[src/core/seq_defs.svh]
// Offsets, field positions and codes of the measurement sequencer
// Assumes inclusion by every sequencer file that decodes registers
`ifndef SEQ_DEFS_SVH
`define SEQ_DEFS_SVH

// ****************************************
// Configuration write addresses
// ****************************************
`define ADDR_MEAS_CONFIG_A 6'h04
`define ADDR_MEAS_CONFIG_B 6'h05
`define ADDR_TEMP_CONFIG 6'h06

// ****************************************
// Result read addresses
// ****************************************
`define ADDR_STATUS 6'h00
`define ADDR_CAP_FIRST 6'h01
`define ADDR_CAP_LAST 6'h07
`define ADDR_EXT_TEMP 6'h0D
`define ADDR_INT_TEMP 6'h0E

// ****************************************
// Field positions
// ****************************************
`define CYCLE_TIME_MSB 23
`define CYCLE_TIME_LSB 8
`define TRIG_SRC_MSB 7
`define TRIG_SRC_LSB 0
`define TRIG_DIV_MSB 9
`define TRIG_DIV_LSB 0
`define FAKE_MSB 11
`define FAKE_LSB 10
`define AVG_MSB 15
`define AVG_LSB 12
`define SENSORS_MSB 18
`define SENSORS_LSB 16
`define RES_SEL_MSB 20
`define RES_SEL_LSB 19
`define FLOATING_BIT 21
`define TEMP_SEL_MSB 14
`define TEMP_SEL_LSB 8
`define STAT_BUSY 0
`define STAT_TIMEOUT 1

// ****************************************
// Codes and limits
// ****************************************
`define TRIG_SRC_CAP 8'h01
`define TEMP_SEL_EXT 7'h0C
`define TEMP_SEL_INT 7'h43
`define MAX_FLOAT_SENSORS 3'h3
`define RPORT_EXT_SENSOR 0
`define RPORT_EXT_REF 2
`define RPORT_INT_AL 3
`define RPORT_INT_POLY 4
`define FRAC_BITS 21

`endif

[src/core/seq_pkg.sv]
// Types shared by the measurement sequencer files
// Assumes seq_defs.svh holds all numeric constants except the state codes
package seq_pkg;
	typedef struct packed {
		logic [7:0] capacitive_port;
		logic [4:0] resistive_port;
		logic sensor_switch_high;
		logic sensor_switch_low;
	} frontend_type;

	typedef struct packed {
		logic en;
		logic [5:0] addr;
		logic [23:0] data;
	} cfg_write_type;

	typedef enum logic [4:0] {
		ST_IDLE = 5'h01,
		ST_CAP = 5'h02,
		ST_CAP_DIV = 5'h04,
		ST_TEMP = 5'h08,
		ST_TEMP_DIV = 5'h10
	} seq_state_type;
endpackage

[src/core/discharge_time_measurement_sequencer.sv]
// Discharge-time capacitance and resistance measurement sequencer
// Assumes opcode strobes and config writes arrive decoded on clk_sys;
// comparator_in is asynchronous from the analog front end
`include "seq_defs.svh"
module discharge_time_measurement_sequencer #(
	parameter int TIME_W = 16,
	parameter int ACC_W = 20,
	parameter int RES_W = 24
) (
	input wire logic clk_sys,
	input wire logic rst_n,
	input wire seq_pkg::cfg_write_type cfg_write,
	input wire logic start_measurement,
	input wire logic start_temperature,
	input wire logic [5:0] rd_addr,
	output logic [23:0] rd_data,
	input wire logic comparator_in,
	output seq_pkg::frontend_type frontend,
	output logic discharge_en,
	output logic [1:0] discharge_resistor_select,
	output logic interrupt_out_n
);
	import seq_pkg::*;

	// ****************************************
	// Decoding helpers
	// ****************************************
	function automatic frontend_type cap_frontend(input logic [2:0] p, input logic [1:0] ph,
			input logic comp, input logic floating);
		frontend_type f;
		f = '0;
		if (!comp) begin
			f.capacitive_port[p] = 1'b1;
			f.sensor_switch_high = !floating || ph != 2'h1;
			f.sensor_switch_low = floating && ph != 2'h0;
		end
		return f;
	endfunction

	function automatic frontend_type temp_frontend(input logic ref_phase, input logic ext);
		frontend_type f;
		f = '0;
		if (ext) begin
			f.resistive_port[ref_phase ? `RPORT_EXT_REF : `RPORT_EXT_SENSOR] = 1'b1;
		end else begin
			f.resistive_port[ref_phase ? `RPORT_INT_POLY : `RPORT_INT_AL] = 1'b1;
		end
		return f;
	endfunction

	function automatic logic [ACC_W-1:0] comp_sub(input logic [ACC_W-1:0] a,
			input logic [ACC_W-1:0] b);
		return (a > b) ? a - b : '0;
	endfunction

	// ****************************************
	// Configuration and result read
	// ****************************************
	logic [23:0] meas_config_a, meas_config_b, temperature_config;
	logic [23:0] next_meas_config_a, next_meas_config_b, next_temperature_config;
	logic [23:0] next_rd_data;
	logic [RES_W-1:0] cap_result [1:7];
	logic [RES_W-1:0] external_temp_ratio_result, internal_temp_ratio_result;
	logic busy, timeout_flag;

	always_comb begin
		next_meas_config_a = meas_config_a;
		next_meas_config_b = meas_config_b;
		next_temperature_config = temperature_config;
		if (cfg_write.en) begin
			unique case (cfg_write.addr)
				`ADDR_MEAS_CONFIG_A: next_meas_config_a = cfg_write.data;
				`ADDR_MEAS_CONFIG_B: next_meas_config_b = cfg_write.data;
				`ADDR_TEMP_CONFIG: next_temperature_config = cfg_write.data;
				default: ;
			endcase
		end
		next_rd_data = '0;
		if (rd_addr == `ADDR_STATUS) begin
			next_rd_data[`STAT_BUSY] = busy;
			next_rd_data[`STAT_TIMEOUT] = timeout_flag;
		end else if (rd_addr >= `ADDR_CAP_FIRST && rd_addr <= `ADDR_CAP_LAST) begin
			next_rd_data = cap_result[rd_addr[2:0]];
		end else if (rd_addr == `ADDR_EXT_TEMP) begin
			next_rd_data = external_temp_ratio_result;
		end else if (rd_addr == `ADDR_INT_TEMP) begin
			next_rd_data = internal_temp_ratio_result;
		end
	end

	always_ff @(posedge clk_sys or negedge rst_n) begin
		if (!rst_n) begin
			meas_config_a <= '0;
			meas_config_b <= '0;
			temperature_config <= '0;
			rd_data <= '0;
		end else begin
			meas_config_a <= next_meas_config_a;
			meas_config_b <= next_meas_config_b;
			temperature_config <= next_temperature_config;
			rd_data <= next_rd_data;
		end
	end

	assign discharge_resistor_select = meas_config_b[`RES_SEL_MSB:`RES_SEL_LSB];

	// ****************************************
	// Configuration fields
	// ****************************************
	logic [TIME_W-1:0] cycle_time_setting, cycle_limit;
	logic floating, temp_trigger_cap, temp_ext;
	logic [2:0] sensors, last_port;
	logic [3:0] avg_size;
	logic [4:0] total_blocks, fake_blocks;
	logic [9:0] temp_trigger_divider;

	assign cycle_time_setting = meas_config_a[`CYCLE_TIME_MSB:`CYCLE_TIME_LSB];
	assign cycle_limit = (cycle_time_setting == '0) ? TIME_W'(1) : cycle_time_setting;
	assign floating = meas_config_b[`FLOATING_BIT];
	assign sensors = meas_config_b[`SENSORS_MSB:`SENSORS_LSB];
	assign last_port = (sensors == 3'h0) ? 3'h1 :
		(floating && sensors > `MAX_FLOAT_SENSORS) ? `MAX_FLOAT_SENSORS : sensors;
	assign avg_size = meas_config_b[`AVG_MSB:`AVG_LSB];
	assign fake_blocks = {3'h0, meas_config_b[`FAKE_MSB:`FAKE_LSB]};
	assign total_blocks = fake_blocks + ((avg_size == 4'h0) ? 5'h01 : {1'b0, avg_size});
	assign temp_trigger_cap = meas_config_a[`TRIG_SRC_MSB:`TRIG_SRC_LSB] == `TRIG_SRC_CAP;
	assign temp_trigger_divider = meas_config_b[`TRIG_DIV_MSB:`TRIG_DIV_LSB];
	assign temp_ext = temperature_config[`TEMP_SEL_MSB:`TEMP_SEL_LSB] == `TEMP_SEL_EXT;

	// ****************************************
	// Comparator synchroniser
	// ****************************************
	logic comp_meta, comp_sync;

	always_ff @(posedge clk_sys or negedge rst_n) begin
		if (!rst_n) begin
			// Idle comparator level, so no false discharge after reset
			comp_meta <= 1'b1;
			comp_sync <= 1'b1;
		end else begin
			comp_meta <= comparator_in;
			comp_sync <= comp_meta;
		end
	end

	// ****************************************
	// Timer and divider
	// ****************************************
	logic launch, next_launch, div_go, next_div_go;
	logic t_done, t_to, d_done;
	logic [TIME_W-1:0] t_time;
	logic [ACC_W-1:0] div_num, div_den;
	logic [RES_W-1:0] d_quo;

	discharge_timer #(.TIME_W(TIME_W)) u_timer (
		.clk_sys(clk_sys),
		.rst_n(rst_n),
		.start(launch),
		.cycle_limit(cycle_limit),
		.comp_high(comp_sync),
		.discharge_en(discharge_en),
		.done(t_done),
		.time_val(t_time),
		.timed_out(t_to)
	);

	ratio_divider #(.NUM_W(ACC_W), .FRAC_W(`FRAC_BITS), .OUT_W(RES_W)) u_div (
		.clk_sys(clk_sys),
		.rst_n(rst_n),
		.start(div_go),
		.numer(div_num),
		.denom(div_den),
		.done(d_done),
		.quotient(d_quo)
	);

	// ****************************************
	// Sequencer
	// ****************************************
	seq_state_type state, next_state;
	logic [2:0] port, next_port;
	logic [1:0] phase, next_phase;
	logic in_comp, next_in_comp, temp_phase, next_temp_phase;
	logic [4:0] block_cnt, next_block_cnt;
	logic [9:0] temp_div_cnt, next_temp_div_cnt;
	logic [ACC_W-1:0] acc [0:7];
	logic [ACC_W-1:0] next_acc [0:7];
	logic [ACC_W-1:0] comp_acc, next_comp_acc;
	logic [TIME_W-1:0] temp_sensor_time, next_temp_sensor_time;
	logic [TIME_W-1:0] temp_ref_time, next_temp_ref_time;
	logic [RES_W-1:0] next_cap_result [1:7];
	logic [RES_W-1:0] next_ext_result, next_int_result;
	logic next_busy, next_timeout_flag, next_interrupt_out_n;
	frontend_type next_frontend;

	// Compensation is subtracted from both capacitance times before the ratio; temperature times are used raw
	assign div_num = (state == ST_TEMP_DIV) ? ACC_W'(temp_sensor_time) :
		comp_sub(acc[port], comp_acc);
	assign div_den = (state == ST_TEMP_DIV) ? ACC_W'(temp_ref_time) :
		comp_sub(acc[0], comp_acc);

	always_comb begin
		next_state = state;
		next_port = port;
		next_phase = phase;
		next_in_comp = in_comp;
		next_temp_phase = temp_phase;
		next_block_cnt = block_cnt;
		next_temp_div_cnt = temp_div_cnt;
		next_acc = acc;
		next_comp_acc = comp_acc;
		next_temp_sensor_time = temp_sensor_time;
		next_temp_ref_time = temp_ref_time;
		next_cap_result = cap_result;
		next_ext_result = external_temp_ratio_result;
		next_int_result = internal_temp_ratio_result;
		next_busy = busy;
		next_timeout_flag = timeout_flag;
		next_interrupt_out_n = interrupt_out_n;
		next_frontend = frontend;
		next_launch = 1'b0;
		next_div_go = 1'b0;
		unique case (state)
			ST_IDLE: begin
				if (start_measurement) begin
					next_state = ST_CAP;
					next_port = 3'h0;
					next_phase = 2'h0;
					next_in_comp = 1'b0;
					next_block_cnt = 5'h00;
					for (int i = 0; i < 8; i++) begin
						next_acc[i] = '0;
					end
					next_comp_acc = '0;
					next_timeout_flag = 1'b0;
					next_busy = 1'b1;
					next_interrupt_out_n = 1'b1;
					next_launch = 1'b1;
					next_frontend = cap_frontend(3'h0, 2'h0, 1'b0, floating);
				end else if (start_temperature && !temp_trigger_cap) begin
					next_state = ST_TEMP;
					next_temp_phase = 1'b0;
					next_busy = 1'b1;
					next_interrupt_out_n = 1'b1;
					next_launch = 1'b1;
					next_frontend = temp_frontend(1'b0, temp_ext);
				end
			end
			ST_CAP: begin
				if (t_done) begin
					next_timeout_flag = timeout_flag | t_to;
					next_launch = 1'b1;
					if (in_comp) begin
						next_comp_acc = comp_acc + ACC_W'(t_time);
						// Fake blocks run the front end but are thrown away
						if (block_cnt < fake_blocks) begin
							for (int i = 0; i < 8; i++) begin
								next_acc[i] = '0;
							end
							next_comp_acc = '0;
						end
						if (block_cnt + 5'h01 == total_blocks) begin
							next_state = ST_CAP_DIV;
							next_port = 3'h1;
							next_launch = 1'b0;
							next_div_go = 1'b1;
							next_frontend = '0;
						end else begin
							next_block_cnt = block_cnt + 5'h01;
							next_port = 3'h0;
							next_phase = 2'h0;
							next_in_comp = 1'b0;
							next_frontend = cap_frontend(3'h0, 2'h0, 1'b0, floating);
						end
					end else begin
						if (floating && phase == 2'h2) begin
							next_acc[port] = acc[port] - ACC_W'(t_time);
						end else begin
							next_acc[port] = acc[port] + ACC_W'(t_time);
						end
						if (floating && phase != 2'h2) begin
							next_phase = phase + 2'h1;
							next_frontend = cap_frontend(port, phase + 2'h1, 1'b0, floating);
						end else if (port == last_port) begin
							next_in_comp = 1'b1;
							next_phase = 2'h0;
							next_frontend = cap_frontend(3'h0, 2'h0, 1'b1, floating);
						end else begin
							next_port = port + 3'h1;
							next_phase = 2'h0;
							next_frontend = cap_frontend(port + 3'h1, 2'h0, 1'b0, floating);
						end
					end
				end
			end
			ST_CAP_DIV: begin
				if (d_done) begin
					next_cap_result[port] = d_quo;
					if (port != last_port) begin
						next_port = port + 3'h1;
						next_div_go = 1'b1;
					end else if (temp_trigger_cap && temp_div_cnt >= temp_trigger_divider) begin
						next_temp_div_cnt = 10'h000;
						next_state = ST_TEMP;
						next_temp_phase = 1'b0;
						next_launch = 1'b1;
						next_frontend = temp_frontend(1'b0, temp_ext);
					end else begin
						if (temp_trigger_cap) begin
							next_temp_div_cnt = temp_div_cnt + 10'h001;
						end
						next_state = ST_IDLE;
						next_busy = 1'b0;
						next_interrupt_out_n = 1'b0;
					end
				end
			end
			ST_TEMP: begin
				if (t_done) begin
					if (!temp_phase) begin
						next_temp_sensor_time = t_time;
						next_temp_phase = 1'b1;
						next_launch = 1'b1;
						next_frontend = temp_frontend(1'b1, temp_ext);
					end else begin
						next_temp_ref_time = t_time;
						next_state = ST_TEMP_DIV;
						next_div_go = 1'b1;
						next_frontend = '0;
					end
				end
			end
			ST_TEMP_DIV: begin
				if (d_done) begin
					if (temp_ext) begin
						next_ext_result = d_quo;
					end else begin
						next_int_result = d_quo;
					end
					next_state = ST_IDLE;
					next_busy = 1'b0;
					next_interrupt_out_n = 1'b0;
				end
			end
		endcase
	end

	always_ff @(posedge clk_sys or negedge rst_n) begin
		if (!rst_n) begin
			state <= ST_IDLE;
			port <= 3'h0;
			phase <= 2'h0;
			in_comp <= 1'b0;
			temp_phase <= 1'b0;
			block_cnt <= 5'h00;
			temp_div_cnt <= 10'h000;
			for (int i = 0; i < 8; i++) begin
				acc[i] <= '0;
			end
			for (int i = 1; i < 8; i++) begin
				cap_result[i] <= '0;
			end
			comp_acc <= '0;
			temp_sensor_time <= '0;
			temp_ref_time <= '0;
			external_temp_ratio_result <= '0;
			internal_temp_ratio_result <= '0;
			busy <= 1'b0;
			timeout_flag <= 1'b0;
			interrupt_out_n <= 1'b1;
			frontend <= '0;
			launch <= 1'b0;
			div_go <= 1'b0;
		end else begin
			state <= next_state;
			port <= next_port;
			phase <= next_phase;
			in_comp <= next_in_comp;
			temp_phase <= next_temp_phase;
			block_cnt <= next_block_cnt;
			temp_div_cnt <= next_temp_div_cnt;
			acc <= next_acc;
			cap_result <= next_cap_result;
			comp_acc <= next_comp_acc;
			temp_sensor_time <= next_temp_sensor_time;
			temp_ref_time <= next_temp_ref_time;
			external_temp_ratio_result <= next_ext_result;
			internal_temp_ratio_result <= next_int_result;
			busy <= next_busy;
			timeout_flag <= next_timeout_flag;
			interrupt_out_n <= next_interrupt_out_n;
			frontend <= next_frontend;
			launch <= next_launch;
			div_go <= next_div_go;
		end
	end
endmodule

[src/core/discharge_timer.sv]
// Times one discharge inside one programmed cycle
// Assumes comp_high is already synchronised to clk_sys
module discharge_timer #(
	parameter int TIME_W = 16
) (
	input wire logic clk_sys,
	input wire logic rst_n,
	input wire logic start,
	input wire logic [TIME_W-1:0] cycle_limit,
	input wire logic comp_high,
	output logic discharge_en,
	output logic done,
	output logic [TIME_W-1:0] time_val,
	output logic timed_out
);
	logic running, next_running, stopped, next_stopped;
	logic next_discharge_en, next_done, next_timed_out;
	logic [TIME_W-1:0] cnt, next_cnt, next_time_val;

	always_comb begin
		next_running = running;
		next_stopped = stopped;
		next_discharge_en = discharge_en;
		next_done = 1'b0;
		next_timed_out = timed_out;
		next_cnt = cnt;
		next_time_val = time_val;
		if (start) begin
			next_running = 1'b1;
			next_stopped = 1'b0;
			next_discharge_en = 1'b1;
			next_cnt = '0;
		end else if (running) begin
			next_cnt = cnt + 1'b1;
			if (!stopped && !comp_high) begin
				next_stopped = 1'b1;
				next_discharge_en = 1'b0;
				next_time_val = cnt;
			end
			// Cycle ends on time whether or not discharge finished
			if (cnt == cycle_limit - 1'b1) begin
				next_running = 1'b0;
				next_discharge_en = 1'b0;
				next_done = 1'b1;
				next_timed_out = !next_stopped;
				if (!next_stopped) begin
					next_time_val = cycle_limit;
				end
			end
		end
	end

	always_ff @(posedge clk_sys or negedge rst_n) begin
		if (!rst_n) begin
			running <= 1'b0;
			stopped <= 1'b0;
			discharge_en <= 1'b0;
			done <= 1'b0;
			timed_out <= 1'b0;
			cnt <= '0;
			time_val <= '0;
		end else begin
			running <= next_running;
			stopped <= next_stopped;
			discharge_en <= next_discharge_en;
			done <= next_done;
			timed_out <= next_timed_out;
			cnt <= next_cnt;
			time_val <= next_time_val;
		end
	end
endmodule

[src/core/ratio_divider.sv]
// Restoring divider giving numer / denom as unsigned fixed point
// Assumes start is a one-cycle pulse and operands hold until done
module ratio_divider #(
	parameter int NUM_W = 20,
	parameter int FRAC_W = 21,
	parameter int OUT_W = 24
) (
	input wire logic clk_sys,
	input wire logic rst_n,
	input wire logic start,
	input wire logic [NUM_W-1:0] numer,
	input wire logic [NUM_W-1:0] denom,
	output logic done,
	output logic [OUT_W-1:0] quotient
);
	localparam int DW = NUM_W + FRAC_W;
	localparam int CW = $clog2(DW + 1);

	logic busy, next_busy, next_done;
	logic [CW-1:0] cnt, next_cnt;
	logic [NUM_W:0] rem, next_rem;
	logic [DW-1:0] dvd, next_dvd, quo, next_quo;
	logic [OUT_W-1:0] next_quotient;

	always_comb begin
		logic [NUM_W:0] trial;
		trial = '0;
		next_busy = busy;
		next_done = 1'b0;
		next_cnt = cnt;
		next_rem = rem;
		next_dvd = dvd;
		next_quo = quo;
		next_quotient = quotient;
		if (start) begin
			next_busy = 1'b1;
			next_cnt = '0;
			next_rem = '0;
			next_dvd = {numer, {FRAC_W{1'b0}}};
			next_quo = '0;
		end else if (busy) begin
			trial = {rem[NUM_W-1:0], dvd[DW-1]};
			next_dvd = {dvd[DW-2:0], 1'b0};
			if (trial >= {1'b0, denom}) begin
				next_rem = trial - {1'b0, denom};
				next_quo = {quo[DW-2:0], 1'b1};
			end else begin
				next_rem = trial;
				next_quo = {quo[DW-2:0], 1'b0};
			end
			next_cnt = cnt + 1'b1;
			if (cnt == CW'(DW - 1)) begin
				next_busy = 1'b0;
				next_done = 1'b1;
				// Saturate; a zero reference also lands here
				if (|next_quo[DW-1:OUT_W]) begin
					next_quotient = '1;
				end else begin
					next_quotient = next_quo[OUT_W-1:0];
				end
			end
		end
	end

	always_ff @(posedge clk_sys or negedge rst_n) begin
		if (!rst_n) begin
			busy <= 1'b0;
			done <= 1'b0;
			cnt <= '0;
			rem <= '0;
			dvd <= '0;
			quo <= '0;
			quotient <= '0;
		end else begin
			busy <= next_busy;
			done <= next_done;
			cnt <= next_cnt;
			rem <= next_rem;
			dvd <= next_dvd;
			quo <= next_quo;
			quotient <= next_quotient;
		end
	end
endmodule

[config.mk]
export PLATFORM = sky130hd
export DESIGN_NAME = discharge_time_measurement_sequencer
export DESIGN_NICKNAME = d
export VERILOG_FILES = /design/src/core/seq_pkg.sv /design/src/core/discharge_time_measurement_sequencer.sv /design/src/core/discharge_timer.sv /design/src/core/ratio_divider.sv
export VERILOG_INCLUDE_DIRS = /design/src /design/src/core
export SDC_FILE = /design/constraint.sdc
export NUM_CORES = 1
export LEC_CHECK = 0
export ABC_AREA = 1
export ABC_CLOCK_PERIOD_IN_PS = 9300
export BUFFER_PORTS_ARGS = -buffer_cell sky130_fd_sc_hd__buf_2
export CAP_MARGIN = 20
export CORE_MARGIN = 1
export CORE_UTILIZATION = 60
export DETAILED_ROUTE_END_ITERATION = 12
export PLACE_DENSITY = 0.77
export SYNTH_ARGS = -nofsm -noshare
export SYNTH_HDL_FRONTEND = slang
export SYNTH_HIERARCHICAL = 1
export SYNTH_SLANG_ARGS = --single-unit
[constraint.sdc]
create_clock -name clk_sys -period 9.3 [get_ports clk_sys]
set_input_delay 0.465 -clock clk_sys [delete_from_list [all_inputs] [get_ports clk_sys]]
set_output_delay 0.465 -clock clk_sys [all_outputs]
set_load 0.1 [all_outputs]
==> run summary <==
TritonCTS built the clock tree. The tools report the total clock sinks as 702. Entering global routing, the biggest net connects 156 pins. Wires add up to 113,000 um.

Data on the critical path arrives at its endpoint at 6140 ps. The detailed router finished its first iteration with 3,614 violations. The data required time of the worst path was 9860 ps; the slack of the worst reg-to-reg path was 3720 ps.

Detailed routing placed a total of 8220 um of wire on met3. The synthesized cell area is 38,500 um^2. After detailed routing, the number of remaining DRC violations is 0. The tools report the number of nets still failing antenna checks after routing as 0.

The core region is 63,300 um^2. After clock tree synthesis, the clock-pin slew on the worst setup and hold paths is 60 ps. The run gives 65,200 um^2 as the total die area. The cell depth of the worst flop-to-flop path was 16. The tools report the unique cell type count in the Yosys netlist as 68. The transition time of the tightest slew-check pin is 1120 ps, and the number of cells on the worst hold path is 2.

The endpoint identified for the worst register-to-register timing path is acc[95]. For this run, the post-layout net count is 5,051. STA classifies the critical path startpoint as a flop. The worst slew slack as a fraction of its limit is 0.255, and the routed length per instance is 19.6 um.

The width of the die is 255 um. The overall track demand over capacity in global routing came out at 0.347. Port buffering added 83 buffers. After synthesis, the cell types taking the most area are sky130_fd_sc_hd__dfrtp_1, sky130_fd_sc_hd__nand2_1, sky130_fd_sc_hd__o21ai_0. The run gives 77 as the CTS buffer count. The proportion of synthesized chip area in sequential cells is 0.456. In this run the most critical hold path is launched from cfg_write[22]. The cell sitting at the root of the clock tree is a sky130_fd_sc_hd__clkbuf_16. The flow ran to the end, and the final reports show no timing, DRC or antenna violations. Counting along the longest clock path gives a buffer depth of 3. The launch point of the critical path was port[0]. The tools report the number of maximum-capacitance constraint violations as 0. The class of the tightest hold or removal check is primary input to flop.

The tools report the number of top-level pins as 85. The gate count after technology mapping was 4,875; the total negative slack for setup checks was 0 ps. The die is 255 um tall.

The number of global-route vias before repair was 32,300; the area growth from synthesis to layout was 9.11%. The starting density of the core is 0.609. The tools report the destination of the worst hold path as meas_config_a[22].

The total of flip-flops plus latches after synthesis is 702, and the final-layout fill cell count is 5,315. Row generation in the floorplan step produced 92 rows. For this run, the number of Yosys warnings is 6. Setup violations remaining at the end of the flow were counted as 0. The startpoint of the worst register-to-register path was port[0]. In the detailed route, the total length drawn on met2 is 51,300 um. The run gives 5,056 as the synthesized netlist net count. The highest routing layer actually used was met4. Dividing the detail-routed via count by the number of cells gives 5.90.

The first global-routing pass estimated 180,000 um of wire. The largest total area in the synthesized netlist belongs to sky130_fd_sc_hd__dfrtp_1. The number of search-and-repair iterations in the first detailed-routing pass came out at 7. Across all layers, the routed design uses 34,100 vias.

Setup repair after global routing left no endpoint under its margin. The wire-length estimate of the detail-placed layout is 78,100 um. The top-area cell type share of the netlist area was 0.453; the post-synthesis async set-or-reset flop share was 1.00. The tools report the highest clock rate as 0.179 GHz. The wire length on met1 is 48,700 um, and the number of enable flip-flop cells after synthesis is 0. Number of antenna violations at the first check in global routing: 1. The average instance area after synthesis works out to 7.90 um^2.

The later pin in the worst-skew pair is clocked with a latency of 660 ps. Routability-driven placement finished with a final weighted congestion of 0.989. Type of element capturing the critical path: a flop.

The clock tree synthesis step divided the H-tree into 3 levels. The kind of critical path is flop to flop. Among all flip-flop cells after synthesis, the most frequent one is sky130_fd_sc_hd__dfrtp_1. The share of the clock period used by the worst path after layout came out at 0.600.

The run gives 0 as the leftover overflow at the end of global routing. The tools report the number of hold violations in the final report as 0. Clock skew on the completed layout was measured at 42.7 ps. The share of post-route cells with drive strength above 1 works out to 0.0831.

The final count of pins violating max slew is 0, and the highest fanout seen on the critical path is 22. The minimum clock period came out at 5580 ps.
[critical path: stages, from the launching register on]
cell and delay (ps):
sky130_fd_sc_hd__dfrtp_1 860, sky130_fd_sc_hd__inv_2 390, sky130_fd_sc_hd__nand3_1 760, sky130_fd_sc_hd__clkinv_1 550, sky130_fd_sc_hd__a22o_1 330, sky130_fd_sc_hd__a221oi_1 200
sky130_fd_sc_hd__nand4_1 320, sky130_fd_sc_hd__ha_1 530, sky130_fd_sc_hd__nand2_1 160, sky130_fd_sc_hd__nor4_1 290, sky130_fd_sc_hd__nand2_1 80, sky130_fd_sc_hd__nand2_1 90
sky130_fd_sc_hd__nand2_1 60, sky130_fd_sc_hd__nand2_1 100, sky130_fd_sc_hd__xor2_1 550, sky130_fd_sc_hd__nand2_1 120, sky130_fd_sc_hd__nand2_1 90
[layout by cell type, fill, tap and decap left out, types with 11 or more instances in the layout]
master,count
sky130_fd_sc_hd__buf_2,83
sky130_fd_sc_hd__nand2_1,1501
sky130_fd_sc_hd__nand3b_1,26
sky130_fd_sc_hd__nand4_1,40
sky130_fd_sc_hd__xnor2_1,38
sky130_fd_sc_hd__clkbuf_8,15
sky130_fd_sc_hd__ha_1,132
sky130_fd_sc_hd__a221oi_1,34
sky130_fd_sc_hd__clkinv_2,16
sky130_fd_sc_hd__o21ai_2,12
sky130_fd_sc_hd__a21o_1,11
sky130_fd_sc_hd__nor3_1,46
sky130_fd_sc_hd__nor2_2,21
sky130_fd_sc_hd__nand3_1,174
sky130_fd_sc_hd__o21ai_1,38
sky130_fd_sc_hd__a22o_1,17
sky130_fd_sc_hd__clkbuf_1,14
sky130_fd_sc_hd__inv_1,459
sky130_fd_sc_hd__nand2_2,21
sky130_fd_sc_hd__buf_4,30
sky130_fd_sc_hd__inv_2,36
sky130_fd_sc_hd__xor2_1,61
sky130_fd_sc_hd__dfrtp_1,698
sky130_fd_sc_hd__clkbuf_16,77
sky130_fd_sc_hd__a21oi_1,209
sky130_fd_sc_hd__o22ai_1,147
sky130_fd_sc_hd__o21ai_0,507
sky130_fd_sc_hd__nor2_1,238
sky130_fd_sc_hd__nor4_1,21
sky130_fd_sc_hd__a22oi_1,23
[cell usage after synthesis, drive strengths merged (6+ instances only)]
library cell	instances
a31oi	6
inv	497
o221ai	7
a22o	17
nand3	181
nand3b	27
o2111ai	9
or2	6
nor4	21
fa	7
dfrtp	698
nand4	42
nor2	272
nor3	60
a211oi	6
o22ai	147
xnor2	38
a22oi	23
clkbuf	119
xor2	61
a21oi	216
nand2	1527
a221oi	36
o21bai	9
buf	86
a21o	11
o211ai	9
o21ai	558
ha	132
mux2	7
o21a	6
[worst max-delay path by stage]
stage	to	slack (ps)
final	acc[95]	3720
after global routing	u_div/dvd[21]	3250
after CTS	acc[95]	3760
after detailed placement	acc[95]	3830
after global placement	u_div/dvd[26]	4010
after floorplan	u_div/dvd[37]	5730
[registers in the layout, summed over array words and instances, names as in the netlist, 22 cells and up]
signal                      flops
internal_temp_ratio_result     24
meas_config_b                  22
u_div/quotient                 24
acc                           160
cap_result                    168
meas_config_a                  24
external_temp_ratio_result     24
rd_data                        24
u_div/quo                      40
[area by class of cell]
type | instances | area, um^2 | area share
clock buffers | 106 | 2190 | 0.0520
clock inverters | 36 | 489 | 0.0116
multi-input cells | 3467 | 18100 | 0.430
inverters | 501 | 1890 | 0.0448
repair buffers | 121 | 786 | 0.0187
flip-flops and latches | 702 | 17600 | 0.418
well taps | 846 | 1060 | 0.0252
diodes | 1 | 2.50 | 0.0000595
[cells by family (layout without fill, tap and decap cells)]
logic type | Yosys count | count (layout) | synth area share
compound gates | 1078 | 1078 | 0.160
xor+xnor | 99 | 99 | 0.0225
fa+ha+maj | 139 | 139 | 0.0465
buf+inv | 706 | 764 | 0.0757
flops | 702 | 702 | 0.456
mux | 10 | 10 | 0.00282
other cells | 1 | 2 | 0.0000973
simple gates | 2140 | 2140 | 0.236
[routing by layer]
layer	GRT usage	vias up
met3	0.0442	286
li1	-	16100
met1	0.493	16300
met4	0.144	0
met2	0.539	1430
met5	0	-
[through the flow]
stage | cell area, um^2 | worst slack [ps] | utilization | hold slack, ps | instances
2_1_floorplan | 38500 | 5730 | - | 169 | 4875
3_3_place_gp | 39300 | 4010 | 0.620 | 347 | 5631
3_5_place_dp | 39300 | 3830 | 0.620 | 348 | 5631
4_1_cts | 42000 | 3760 | 0.663 | 17.2 | 5775
5_1_grt | 42000 | 3250 | 0.664 | 35.9 | 5780
6_report | 42000 | 3720 | 0.664 | 45.3 | 5780
[timing repair]
action / 4_1_cts / 5_1_grt
hold buffers: 2 / 0
gates resized for setup: 0 / 0
buffers inserted: 0 / 0
endpoints found under the hold margin: 110 / 0
Power is left out: the tool's default activity adds up to more than one toggle a clock period on the data nets, which glitch-free logic cannot reach.
